**config.mk**
```make
export PLATFORM = sky130hd
export DESIGN_NAME = ssr_host_flat
export DESIGN_NICKNAME = d
export VERILOG_FILES = /design/src/common/ssr_pkg.sv /design/src/common/ssr_link_if.sv /design/src/hw/ssr_host.sv /design/src/flat_wrapper.sv
export VERILOG_INCLUDE_DIRS = /design/src /design/src/common
export SDC_FILE = /design/constraint.sdc
export NUM_CORES = 1
export LEC_CHECK = 0
export BUFFER_PORTS_ARGS = -buffer_cell sky130_fd_sc_hd__buf_2
export CORE_ASPECT_RATIO = 0.7
export CORE_UTILIZATION = 40
export CTS_CLUSTER_SIZE = 8
export DETAILED_ROUTE_END_ITERATION = 10
export HOLD_SLACK_MARGIN = 0.03
export MAX_ROUTING_LAYER = met4
export PLACE_DENSITY = 0.66
export SLEW_MARGIN = 15
export SYNTH_ARGS = -nofsm -noshare
export SYNTH_HDL_FRONTEND = slang
export SYNTH_SLANG_ARGS = --single-unit
```
**constraint.sdc**
```tcl
create_clock -name clk -period 13.1 [get_ports clk]
set_clock_uncertainty 0.05 [all_clocks]
set_input_delay 0.655 -clock clk [delete_from_list [all_inputs] [get_ports clk]]
set_output_delay 0.655 -clock clk [all_outputs]
set_load 0.005 [all_outputs]
```
**src/common/ssr_regs.svh**
```systemverilog
// Summary of operation
// Sixteen words of 64 bits each.
// Device shifts only on processor sync strobes.
// Processor clears all sixteen words after reset.
// Processor holds select low while awaiting ready.
// Device drops ready when able to communicate.
// Data input must be low at ready drop.
// Start bit within 3 to 12 bits.
// Frame: start, rw, delay, address, data.
// Data phase shifts word out or in.
// Ready returns high after frame ends.
// One select line per device, up to fourteen.
// Rw one reads; address picks the word.
// Stored words keep contents between transfers.
//
// Purpose: Constants shared by both ends of the serial word store link.
// Assumes: A 250 MHz system clock on both ends.
// Notes:   Frame bit indices count from the start bit at index 0.
`ifndef SSR_REGS_SVH
`define SSR_REGS_SVH

// ----------------------------------------------------------------------------
// Storage geometry
// ----------------------------------------------------------------------------
`define SSR_WORDS          16
`define SSR_WORD_BITS      64
`define SSR_ADDR_BITS      4
`define SSR_FIFO_DEPTH     16

// ----------------------------------------------------------------------------
// Timing
// ----------------------------------------------------------------------------
`define SSR_CLK_PERIOD_NS  4
`define SSR_BIT_TIME_NS    10000
`define SSR_BIT_CYCLES     ((`SSR_BIT_TIME_NS + `SSR_CLK_PERIOD_NS - 1) / `SSR_CLK_PERIOD_NS)
`define SSR_SYNC_PHASE     (`SSR_BIT_CYCLES / 2)
`define SSR_START_MIN      3
`define SSR_START_MAX      12
`define SSR_LEAD_BITS      3

// ----------------------------------------------------------------------------
// Frame layout
// ----------------------------------------------------------------------------
`define SSR_IDX_RW         1
`define SSR_IDX_DELAY0     2
`define SSR_IDX_ADDR0      6
`define SSR_IDX_DATA0      10
`define SSR_IDX_LAST       73
`define SSR_FRAME_BITS     75
`define SSR_RW_READ        1'b1

`endif

```
**src/common/ssr_pkg.sv**
```systemverilog
// Purpose: Types for both ends of the serial word store link.
// Assumes: Nothing beyond the shared constants header.
// Notes:   State codes are written out in binary.
package ssr_pkg;

    // ------------------------------------------------------------------------
    // State types
    // ------------------------------------------------------------------------
    typedef enum logic [1:0] {
        D_IDLE  = 2'b00,
        D_WAIT  = 2'b01,
        D_FRAME = 2'b10,
        D_GAP   = 2'b11
    } dev_state_e;

    typedef enum logic [2:0] {
        H_IDLE = 3'b000,
        H_WAIT = 3'b001,
        H_LEAD = 3'b010,
        H_SEND = 3'b011,
        H_END  = 3'b100
    } host_state_e;

    typedef logic [63:0] word_t;

endpackage : ssr_pkg

```
**src/common/ssr_link_if.sv**
```systemverilog
// Purpose: Serial link between the processor end and the word store end.
// Assumes: Both ends run on the same clock.
// Notes:   All signals are plain levels; sync is a one-cycle strobe.
`timescale 1ns/1ps
interface ssr_link_if;
    logic sel_n;          // Unit select, active low, from the processor.
    logic sync;           // Bit strobe, one cycle per bit time.
    logic din;            // Serial data into the store.
    logic dout;           // Serial data out of the store.
    logic ready_flag_out; // Ready, low while the store communicates.

    modport dev  (input sel_n, input sync, input din, output dout, output ready_flag_out);
    modport host (output sel_n, output sync, output din, input dout, input ready_flag_out);
endinterface : ssr_link_if

```
**src/hw/ssr_host.sv**
```systemverilog
// Purpose: Processor end: runs transfers to the word store from a request port.
// Assumes: One store on the link; select for others is decoded outside.
// Notes:   Read words pass through a FIFO; a full FIFO holds off reads.
`timescale 1ns/1ps
`include "ssr_regs.svh"
module ssr_fifo #(
    parameter int WIDTH = 64,
    parameter int DEPTH = 16
) (
    input  wire logic             clk,       // System clock.
    input  wire logic             rstn,      // Asynchronous reset, active low.
    input  wire logic             in_valid,  // Write side valid.
    output logic                  in_ready,  // Write side ready.
    input  wire logic [WIDTH-1:0] in_data,   // Write side data.
    output logic                  out_valid, // Read side valid.
    input  wire logic             out_ready, // Read side ready.
    output logic [WIDTH-1:0]      out_data   // Read side data.
);
    localparam int AW = $clog2(DEPTH);

    logic [WIDTH-1:0] buf_mem [DEPTH];
    logic [AW:0]      wr_ptr;
    logic [AW:0]      next_wr_ptr;
    logic [AW:0]      rd_ptr;
    logic [AW:0]      next_rd_ptr;
    logic             push;
    logic             pop;

    // Full when pointers differ only in the wrap bit.
    assign in_ready  = !((wr_ptr[AW] != rd_ptr[AW]) && (wr_ptr[AW-1:0] == rd_ptr[AW-1:0]));
    assign out_valid = (wr_ptr != rd_ptr);
    assign out_data  = buf_mem[rd_ptr[AW-1:0]];
    assign push      = in_valid && in_ready;
    assign pop       = out_valid && out_ready;

    // Pointer advance.
    always_comb begin
        next_wr_ptr = push ? wr_ptr + 1'b1 : wr_ptr;
        next_rd_ptr = pop ? rd_ptr + 1'b1 : rd_ptr;
    end

    // Pointer registers.
    always_ff @(posedge clk or negedge rstn) begin
        if (!rstn) begin
            wr_ptr <= '0;
            rd_ptr <= '0;
        end else begin
            wr_ptr <= next_wr_ptr;
            rd_ptr <= next_rd_ptr;
        end
    end

    // Storage write.
    always_ff @(posedge clk) begin
        if (push) begin
            buf_mem[wr_ptr[AW-1:0]] <= in_data;
        end
    end
endmodule : ssr_fifo

module ssr_host (
    input  wire logic        clk,       // System clock.
    input  wire logic        rstn,      // Asynchronous reset, active low.
    ssr_link_if.host         link,      // Serial link to the store.
    input  wire logic        req_valid, // Transfer request valid.
    output logic             req_ready, // Request taken this cycle.
    input  wire logic        req_rw,    // One for read, zero for write.
    input  wire logic [3:0]  req_addr,  // Word address.
    input  wire logic [63:0] req_wdata, // Write data.
    output logic             rd_valid,  // Read word available.
    input  wire logic        rd_ready,  // Read word consumed.
    output logic [63:0]      rd_data,   // Read word.
    output logic             init_done, // Power-on clear finished.
    output logic             busy       // Transfer in progress.
);

    // ------------------------------------------------------------------------
    // State
    // ------------------------------------------------------------------------
    ssr_pkg::host_state_e          state;
    ssr_pkg::host_state_e          next_state;
    logic [11:0]                   tick;
    logic [11:0]                   next_tick;
    logic [`SSR_FRAME_BITS-1:0]    frame;
    logic [`SSR_FRAME_BITS-1:0]    next_frame;
    logic [6:0]                    idx;
    logic [6:0]                    next_idx;
    logic [3:0]                    wc;
    logic [3:0]                    next_wc;
    logic                          rw;
    logic                          next_rw;
    logic                          sel_n;
    logic                          next_sel_n;
    logic                          din;
    logic                          next_din;
    ssr_pkg::word_t                rdata;
    ssr_pkg::word_t                next_rdata;
    logic                          push;
    logic                          next_push;
    logic [4:0]                    init_cnt;
    logic [4:0]                    next_init_cnt;
    logic                          fifo_in_ready;
    logic                          boundary;
    logic                          take;
    logic                          go_rw;
    logic [3:0]                    go_addr;
    ssr_pkg::word_t                go_data;

    assign boundary  = (tick == 12'h000);
    // clear all words first
    assign init_done = (init_cnt == 5'(`SSR_WORDS));
    assign take      = boundary && (state == ssr_pkg::H_IDLE) && init_done && req_valid
                       && (!req_rw || fifo_in_ready);
    assign req_ready = take;
    assign go_rw     = init_done ? req_rw : 1'b0;
    assign go_addr   = init_done ? req_addr : init_cnt[3:0];
    assign go_data   = init_done ? req_wdata : 64'h0000000000000000;

    // Bit timer, frame sequencing and data capture.
    always_comb begin
        next_tick     = (tick == 12'(`SSR_BIT_CYCLES - 1)) ? 12'h000 : tick + 12'h001;
        next_state    = state;
        next_frame    = frame;
        next_idx      = idx;
        next_wc       = wc;
        next_rw       = rw;
        next_sel_n    = sel_n;
        next_din      = din;
        next_rdata    = rdata;
        next_push     = 1'b0;
        next_init_cnt = init_cnt;
        if (boundary) begin
            unique case (state)
                ssr_pkg::H_IDLE: begin
                    if (take || !init_done) begin
                        // build start, rw, delay, address, data
                        // rw and address encoding
                        next_frame = {1'b0, go_data, go_addr[0], go_addr[1], go_addr[2], go_addr[3],
                                      4'h0, go_rw, 1'b1};
                        next_rw    = go_rw;
                        // select low, data low
                        // single select line
                        next_sel_n = 1'b0;
                        next_din   = 1'b0;
                        next_state = ssr_pkg::H_WAIT;
                    end
                end
                ssr_pkg::H_WAIT: begin
                    if (!link.ready_flag_out) begin
                        next_wc    = 4'h1;
                        next_state = ssr_pkg::H_LEAD;
                    end
                end
                ssr_pkg::H_LEAD: begin
                    if (link.ready_flag_out) begin
                        next_state = ssr_pkg::H_WAIT;
                    // start after lead bits
                    end else if (wc == 4'(`SSR_LEAD_BITS)) begin
                        next_din   = frame[0];
                        next_frame = frame >> 1;
                        next_idx   = 7'h1;
                        next_state = ssr_pkg::H_SEND;
                    end else begin
                        next_wc = wc + 4'h1;
                    end
                end
                ssr_pkg::H_SEND: begin
                    next_din   = frame[0];
                    next_frame = frame >> 1;
                    next_idx   = idx + 7'h1;
                    if (rw && idx > 7'(`SSR_IDX_DATA0)) begin
                        next_rdata = {link.dout, rdata[63:1]};
                    end
                    if (idx == 7'(`SSR_FRAME_BITS - 1)) begin
                        next_state = ssr_pkg::H_END;
                    end
                end
                ssr_pkg::H_END: begin
                    next_sel_n = 1'b1;
                    next_push  = rw;
                    if (!init_done) begin
                        next_init_cnt = init_cnt + 5'h01;
                    end
                    next_state = ssr_pkg::H_IDLE;
                end
                default: begin
                    next_state = ssr_pkg::H_IDLE;
                end
            endcase
        end
    end

    // Registers.
    always_ff @(posedge clk or negedge rstn) begin
        if (!rstn) begin
            state    <= ssr_pkg::H_IDLE;
            tick     <= 12'h000;
            frame    <= '0;
            idx      <= 7'h0;
            wc       <= 4'h0;
            rw       <= 1'b0;
            sel_n    <= 1'b1;
            din      <= 1'b0;
            rdata    <= 64'h0000000000000000;
            push     <= 1'b0;
            init_cnt <= 5'h00;
        end else begin
            state    <= next_state;
            tick     <= next_tick;
            frame    <= next_frame;
            idx      <= next_idx;
            wc       <= next_wc;
            rw       <= next_rw;
            sel_n    <= next_sel_n;
            din      <= next_din;
            rdata    <= next_rdata;
            push     <= next_push;
            init_cnt <= next_init_cnt;
        end
    end

    // Read word buffer.
    ssr_fifo #(
        .WIDTH (64),
        .DEPTH (`SSR_FIFO_DEPTH)
    ) ssr_fifo_i (
        .clk       (clk),
        .rstn      (rstn),
        .in_valid  (push),
        .in_ready  (fifo_in_ready),
        .in_data   (rdata),
        .out_valid (rd_valid),
        .out_ready (rd_ready),
        .out_data  (rd_data)
    );

    // ------------------------------------------------------------------------
    // Outputs
    // ------------------------------------------------------------------------
    assign link.sel_n = sel_n;
    assign link.din   = din;
    assign link.sync  = (tick == 12'(`SSR_SYNC_PHASE));
    assign busy       = (state != ssr_pkg::H_IDLE) || !init_done;

endmodule : ssr_host

```
**src/flat_wrapper.sv**
```systemverilog
// flat-port wrapper written by rule: the top's interface ports become plain ports
module ssr_host_flat 
  (clk, rstn, req_valid, req_ready, req_rw, req_addr, req_wdata, rd_valid, rd_ready, rd_data, init_done, busy, link_sel_n, link_sync, link_din, link_dout, link_ready_flag_out);
  ssr_link_if link_i ();
  input  wire logic clk;
  input  wire logic rstn;
  input  wire logic req_valid;
  output logic req_ready;
  input  wire logic req_rw;
  input  wire logic [3:0] req_addr;
  input  wire logic [63:0] req_wdata;
  output logic rd_valid;
  input  wire logic rd_ready;
  output logic [63:0] rd_data;
  output logic init_done;
  output logic busy;
  output wire logic [$bits(link_i.sel_n)-1:0] link_sel_n;
  output wire logic [$bits(link_i.sync)-1:0] link_sync;
  output wire logic [$bits(link_i.din)-1:0] link_din;
  input wire logic [$bits(link_i.dout)-1:0] link_dout;
  input wire logic [$bits(link_i.ready_flag_out)-1:0] link_ready_flag_out;
  assign link_sel_n = link_i.sel_n;
  assign link_sync = link_i.sync;
  assign link_din = link_i.din;
  assign link_i.dout = link_dout;
  assign link_i.ready_flag_out = link_ready_flag_out;
  ssr_host u_core (.clk(clk), .rstn(rstn), .link(link_i), .req_valid(req_valid), .req_ready(req_ready), .req_rw(req_rw), .req_addr(req_addr), .req_wdata(req_wdata), .rd_valid(rd_valid), .rd_ready(rd_ready), .rd_data(rd_data), .init_done(init_done), .busy(busy));
endmodule
```
==> summary.md, run 1 <==
| Metric | Value |
|---|---|
| Routability Congestion | 0.757 |
| Critical Path Source | u_core.ssr_fifo_i.rd_ptr[0]$_DFFE_PN0P_ |
| Worst-Skew Late Latency | 0.76 ns |
| Vias per cell | 5.49 |
| H-tree depth | 4 |
| Worst Slack Setup Final | 7.65 ns |
| Worst Setup Start Kind | flip-flop |
| First-pass GRT wire length | 151 mm |
| Final setup fails | 0 |
| DRT Wirelength | 102 mm |
| Violated checks | DRC |
| Initial Utilization | 40.5% |
| Routed WL per cell | 25.5 um |
| Post-CTS setup buffers | 0 |
| FF-to-FF Start | u_core.ssr_fifo_i.rd_ptr[0]$_DFFE_PN0P_ |
| Die X | 411 um |
| Period minus WS final | 5.45 ns |
| Mapped Area | 0.0467 sq mm |
| Least-Margin Pin Slew | 1.06 ns |
| Drt pass-1 iters | 10 |
| RSZ-0062 raised after global routing | false |
| Yosys top cell by area | edfxtp_1 |
| HP Start | link_dout |
| Share of cells above drive strength 1 | 34.6% |
| Clock Tree Root | clkbuf_16 |
| Seq/Total Area, Yosys | 75.6% |
| Synth Net Count | 2177 |
| Worst Hold Class | input pin to flip-flop |
| CTS Buf Count | 169 |
| GRT Total Usage | 18.0% |
| Mapped Avg Cell Area | 22.4 sq um |
| CTS sink count | 1207 |
| IO Pins | 146 |
| Row cnt | 104 |
| Vias in the first global route | 23300 |
| EDFF count, synth | 1024 |
| Commonest non-fill, non-tap cells in the layout | edfxtp_1, mux4_2, dfrtp_1 |
| Antenna-violating nets left | 0 |
| Antenna violations before repair | 0 |
| Initial drt markers | 2046 |
| Die footprint | 0.118 sq mm |
| Area contributors post-synth | edfxtp_1, mux4_2, dfrtp_1, mux2_2, a22o_1 |
| Max-slew headroom | 29.2% |
| Maximum clock frequency | 184 MHz |
| Die H | 288 um |
| Most common cell after layout, fill and taps aside | edfxtp_1 |
| Gate Count Post-Synth | 2089 |
| Clk slew on worst S/H paths | 0.05 ns |
| Ys Warns | 0 |
| FFs w/ async S/R, synth | 15.2% |
| Core ar. | 0.115 sq mm |
| Unique cell type count in the Yosys netlist | 55 |
| Period utilization | 41.6% |
| Leak | 15.7 nW |
| Critical Path Fanout Max | 46 |
| Main synth FF type | edfxtp_1 |
| IR drop worst, VDD | 0.168 mV |
| Final Non-Filler Cells | 4010 |
| Pin count of the biggest net entering global routing | 151 |
| Synth top area share | 65.8% |
| Outcome | complete, but fails checks |
| Tot Pwr | 9.25 mW |
| Crit path kind | flip-flop to output pin |
| DRC | 12 |
| CTS tree | done |
| IO Port Bufs | 145 |
| Hold Fails Final Rpt | 0 |
| Setup TNS | 0 ns |
| CP arrival | 4.74 ns |
| PwrDens | 170 mW/mm^2 |
| Endpoint type of the worst setup path | output pin |
| Area grow syn2layout | 16.3% |
| MaxCap Viol Count | 0 |
| Flops & latches, synth | 1207 |
| Worst Path Required | 12.40 ns |
| Placed cell count | 3695 |
| Max-slew violation count | 0 |
| Dpl hpwl | 51.3 mm |
| Remaining global-route overflow | 0 |
| DR vias | 22000 |
| Final #Nets | 2419 |
| Dpl ws | 8.26 ns |
| Clock Tree Buf Depth | 3 |
stage by stage:
| stage | hold slack (ns) | utilization (%) | cell area (sq um) |
|---|---|---|---|
| after floorplan | 0.309 | - | 46700 |
| after global placement | 0.410 | 42.7 | 49300 |
| after detailed placement | 0.418 | 42.7 | 49300 |
| after CTS | 0.0621 | 47.1 | 54300 |
| after global routing | 0.0862 | 47.1 | 54300 |
| final | 0.112 | 47.1 | 54300 |
layout make-up:
class / instances / area [sq um]
fillers: 9294 / 61100
multi-input cells: 743 / 10900
clock buffers: 299 / 4810
inverters: 24 / 91.3
well taps: 1537 / 1920
diodes: 3 / 7.51
flip-flops and latches: 1207 / 35300
clock inverters: 11 / 191
repair buffers: 186 / 1060
what timing repair did:
item                                   4_1_cts  5_1_grt
resized for setup                            0        0
hold buffers                                 2        0
setup endpoints to repair                    0        0
endpoints found under the hold margin       84        0
registers in the layout (all words and copies together), names as in the netlist:
signal and count:
u_core.frame 74, u_core.push 1, u_core.link.sel_n 1, u_core.ssr_fifo_i.buf_mem 1024
u_core.ssr_fifo_i.rd_ptr 5, u_core.state 3, u_core.rw 1, u_core.idx 7
u_core.ssr_fifo_i.wr_ptr 5, u_core.init_cnt 5, u_core.link.din 1, u_core.wc 4
u_core.rdata 64, u_core.tick 12
final timing paths:
kind,endpoint,slack [ns],cells past startpoint
max reg2reg,u_core.ssr_fifo_i.buf_mem[13][17]$_DFFE_PP_,8.86,7
max,rd_data[17],7.65,5
min in group asynchronous,u_core.frame[71]$_DFFE_PN0P_,0.47,2
min reg2reg,u_core.link.sel_n$_DFFE_PN1P_,0.42,2
min,u_core.rdata[63]$_DFFE_PN0P_,0.11,2
max in group asynchronous,u_core.rdata[17]$_DFFE_PN0P_,11.16,3
metal layers:
metal	vias to the layer above	GRT usage [%]	wire length, um
met1	12000	24.7	45100
met5	-	-	0
met3	130	3.83	6280
met2	657	27.6	49700
met4	0	4.24	1420
li1	9286	-	-
power breakdown:
| group | total [mW] | switching (mW) | internal, mW | leakage [nW] |
|---|---|---|---|---|
| Clock | 4.06 | 1.59 | 2.47 | 2.37 |
| Sequential | 4.25 | 0.120 | 4.13 | 9.55 |
| Combinational | 0.934 | 0.504 | 0.429 | 3.76 |
worst max-delay path, cell delays in order (launching register included):
cell	delay, ns
dfrtp_4	1.03
buf_4	0.77
buf_4	0.80
mux4_2	0.61
mux4_2	0.50
buf_2	0.14
cells in the mapped netlist (9+ instances only):
| library cell | n |
|---|---|
| ha_1 | 13 |
| clkbuf_1 | 62 |
| nand2_1 | 28 |
| mux2_2 | 135 |
| o21ai_0 | 16 |
| xnor2_1 | 24 |
| buf_2 | 42 |
| dfrtp_1 | 182 |
| nor3_1 | 10 |
| mux4_2 | 320 |
| and3_1 | 13 |
| nand3_1 | 21 |
| a22o_1 | 72 |
| nor2_1 | 21 |
| edfxtp_1 | 1024 |
| nand4_1 | 9 |
| inv_1 | 24 |
kinds of logic (layout without fill, tap and decap cells):
group	Yosys count	after routing	synth area share (%)
buffers and inverters	139	520	1.30
multiplexers	458	458	18.7
AND/OR/NAND/NOR	135	135	1.63
XOR/XNOR	27	27	0.506
other	0	3	0
AO/OA/AOI/OAI	110	110	1.87
adder cells (fa/ha/maj)	13	13	0.348
flip-flops	1207	1207	75.6
No activity file was read; power rests on OpenSTA's default activity.
==> inputs of run 2 (changes only) <==
--- a/config.mk
+++ b/config.mk
@@ -6,6 +6,7 @@
 export SDC_FILE = /design/constraint.sdc
 export NUM_CORES = 1
 export LEC_CHECK = 0
+export ABC_AREA = 1
 export BUFFER_PORTS_ARGS = -buffer_cell sky130_fd_sc_hd__buf_2
 export CORE_ASPECT_RATIO = 0.7
 export CORE_UTILIZATION = 40
==> constraint.sdc (replaced) <==
create_clock -name clk -period 5.5 [get_ports clk]
set_clock_uncertainty 0.05 [all_clocks]
set_input_delay 0.275 -clock clk [delete_from_list [all_inputs] [get_ports clk]]
set_output_delay 0.275 -clock clk [all_outputs]
set_load 0.005 [all_outputs]
==> summary.md, run 2 <==
| Metric | Value |
|---|---|
| Outcome | completed |
| Post-Synth XOR/XNOR Area | 0.312% (-0.19 points) |
| Layout Utilization | 47.4% (+0.29 points) |
| Gate Count Post-Synth | 3864 (+85%) |
| Endpoint type of the worst setup path | output pin |
| IO Port Bufs | 145 (unchanged) |
| EDFF count, synth | 1024 (unchanged) |
| Tot Pwr | 25.5 mW (+180%) |
| Vias per cell | 5.50 (+0.11%) |
| Ys Warns | 0 (unchanged) |
| Antenna violations before repair | 4 (+4) |
| Final Non-Filler Cells | 5747 (+43%) |
| Unique cell type count in the Yosys netlist | 34 (-38%) |
| Clock Tree Buf Depth | 3 (unchanged) |
| CP arrival | 4.30 ns (-0.44 ns) |
| IO Pins | 146 (unchanged) |
| PwrDens | 456 mW/mm^2 (+170%) |
| Initial drt markers | 4143 (+100%) |
| Worst Path Required | 5.18 ns (-7.22 ns) |
| Main synth FF type | edfxtp_1 |
| MaxCap Viol Count | 0 (unchanged) |
| Placed cell count | 5362 (+45%) |
| Maximum clock frequency | 216 MHz |
| GRT Total Usage | 20.5% (+2.5 points) |
| CTS Buf Count | 168 (-0.59%) |
| Mapped Avg Cell Area | 12.4 sq um (-45%) |
| DRC | 0 (-12) |
| Register area | 0.0353 sq mm (about the same) |
| Drt pass-1 iters | 6 (-4) |
| Combinational power share | 23.0% (+13 points) |
| Routability Congestion | 0.789 (+4.3%) |
| Antenna-violating nets left | 0 (unchanged) |
| Synth cell count leaders | edfxtp_1, o21ai_0, nor2_1 |
| Setup TNS | 0 ns (unchanged) |
| Cells along the critical path | inv_8 > buf_4 > buf_4 > o21ai_0 > o22ai_1 > nand2_1 > nand3_1 > buf_2 |
| Final #Nets | 4142 (+71%) |
| Worst-Skew Late Latency | 0.76 ns (about the same) |
| Slowest library cell on the worst path | buf_4 |
| Most common cell after layout, fill and taps aside | edfxtp_1 |
| Critical Path Fanout Max | 84 (+83%) |
| Post-Synth Simple-Gate Area | 9.96% (+8.3 points) |
| Max reg flops | 1024 (unchanged) |
| Initial Utilization | 40.5% (+0.045 points) |
| Slowest cell delay on critical path | 0.78 ns (-0.25 ns) |
| Share of cells above drive strength 1 | 10.1% (-25 points) |
| CTS tree | done |
| Core ar. | 0.118 sq mm (+2.1%) |
| Remaining global-route overflow | 0 (unchanged) |
| Vias in the first global route | 30000 (+29%) |
| Clock Tree Root | clkbuf_16 |
| CTS sink count | 1207 (unchanged) |
| Internal | 17.2 mW (+140%) |
| IR drop worst, VDD | 0.450 mV (+170%) |
| Sw power | 8.24 mW (+270%) |
| Routed WL per cell | 21.3 um (-17%) |
| DRT Wirelength | 123 mm (+20%) |
| Max-slew headroom | 23.7% (-5.5 points) |
| Clock power share | 37.7% (-6.2 points) |
| Max-slew violation count | 0 (unchanged) |
| H-tree depth | 4 (unchanged) |
| Fill cell total of the finished layout | 10100 (+9.0%) |
| Worst Hold Class | input pin to asynchronous set/reset pin |
| Flops & latches, synth | 1207 (unchanged) |
| Top-count cell post-synth | edfxtp_1 |
| Hold Fails Final Rpt | 0 (unchanged) |
| Post-Synth Adder-Cell Area | 0.341% (-0.0075 points) |
| Area contributors post-synth | edfxtp_1, dfrtp_1, o21ai_0, nor2_1, nand2_1 |
| Post-CTS sizing | 0 (unchanged) |
| Crit path kind | flip-flop to output pin |
| Dpl hpwl | 61.3 mm (+19%) |
| Row cnt | 105 (+0.96%) |
| Sw Share | 32.4% (+8.5 points) |
| Die footprint | 0.121 sq mm (+2.2%) |
| Synth top area share | 64.4% (-1.4 points) |
| Post-synthesis mux area share | 0% (-19 points) |
| Period minus WS final | 4.62 ns |
| Largest family of logic cells by synthesized area | compound AO/OA/AOI/OAI gates |
| Post-synthesis compound-gate area fraction | 12.2% (+10 points) |
| Leak | 17.1 nW (+8.9%) |
| Most used cell, CP | buf_4 |
| Clk slew on worst S/H paths | 0.05 ns (about the same) |
| Worst Setup Start Kind | flip-flop |
| Mapped Area | 0.0478 sq mm (+2.2%) |
| Period utilization | 84.0% |
| CTS Hold Bufs | 73 (+71) |
| Pin count of the biggest net entering global routing | 236 (+56%) |
| Yosys top cell by area | edfxtp_1 |
| Die X | 415 um (+1.1%) |
| Die H | 291 um (+1.1%) |
| Commonest non-fill, non-tap cells in the layout | edfxtp_1, o21ai_0, nor2_1 |
| FFs w/ async S/R, synth | 15.2% (unchanged) |
| Multi-input logic area | 0.0111 sq mm (+1.4%) |
| First-pass GRT wire length | 186 mm (+23%) |
| Sequential share of power | 39.2% (-6.8 points) |
| Final setup fails | 0 (unchanged) |
| Least-Margin Pin Slew | 1.14 ns (+0.0821 ns) |
| WHS | 0.0513 ns (-0.0611 ns) |
| RSZ-0062 raised after global routing | false |
| Synth Net Count | 3952 (+82%) |
| Area grow syn2layout | 16.8% |
| DR vias | 31600 (+43%) |
| Post-CTS setup buffers | 0 (unchanged) |
| Seq/Total Area, Yosys | 74.0% (-1.6 points) |
==> run 2: per-layer routing <==
layer  up-vias  track usage [%]  routed length [um]  share of wire [%]
li1      14400                -                   -                  -
met1     15500             29.6               54500                 45
met2      1515             29.1               54100                 44
met3       189             4.34               11400                9.3
met4         0             6.29                2450                2.0
met5         -                -                   0                  0
==> run 2: final cells by class <==
class,instances,share of cell area (%)
clock buffers,295,8.46
flip-flops and latches,1207,63.3
inverters,131,0.908
repair buffers,275,3.64
diodes,4,0.0179
multi-input cells,2271,19.8
clock inverters,13,0.368
well taps,1551,3.48
==> run 2: power groups by stage <==
| stage | clock [mW] | sequential (mW) | combinational (mW) |
|---|---|---|---|
| after floorplan | 0 | 10.0 | 3.54 |
| after global placement | 0 | 10.2 | 5.78 |
| after detailed placement | 0 | 10.2 | 5.84 |
| after CTS | 9.74 | 9.98 | 5.90 |
| after global routing | 10.1 | 9.98 | 6.42 |
| final | 9.61 | 9.99 | 5.86 |
==> run 2: worst max-delay path: cells and delay by family, from the launching register on <==
| family | cells | cell delay (ns) |
|---|---|---|
| buffers and inverters | 4 | 1.99 |
| DFF | 1 | 0.66 |
| AOI/OAI and AO/OA | 2 | 0.36 |
| and+or+nand+nor | 2 | 0.36 |
==> run 2: logic make-up (layout without fill, tap and decap cells) <==
logic type / after synthesis / count (layout)
fa+ha+maj: 13 / 13
buf+inv: 386 / 714
flops: 1207 / 1207
xor+xnor: 17 / 17
simple gates: 1204 / 1204
compound gates: 1037 / 1037
other cells: 0 / 4
==> run 2: through the flow <==
stage	setup WS (ns)	instance area, sq um
6_report	0.878	55800
5_1_grt	0.716	55800
4_1_cts	0.912	55800
3_5_place_dp	1.72	50100
3_3_place_gp	1.79	50100
2_1_floorplan	0.926	47800
==> run 2: final timing paths <==
kind	slack, ns	startpoint	endpoint	cells past startpoint
max in group asynchronous	3.96	rstn	u_core.rdata[3]$_DFFE_PN0P_	3
min in group clk	0.11	req_valid	u_core.rw$_DFFE_PN0P_	8
max reg2reg	1.84	u_core.ssr_fifo_i.rd_ptr[0]$_DFFE_PN0P_	u_core.ssr_fifo_i.buf_mem[15][7]$_DFFE_PP_	11
min reg2reg	0.43	u_core.frame[6]$_DFFE_PN0P_	u_core.frame[6]$_DFFE_PN0P_	2
max	0.88	u_core.ssr_fifo_i.rd_ptr[0]$_DFFE_PN0P_	rd_data[48]	8
min	0.05	rstn	u_core.frame[39]$_DFFE_PN0P_	2
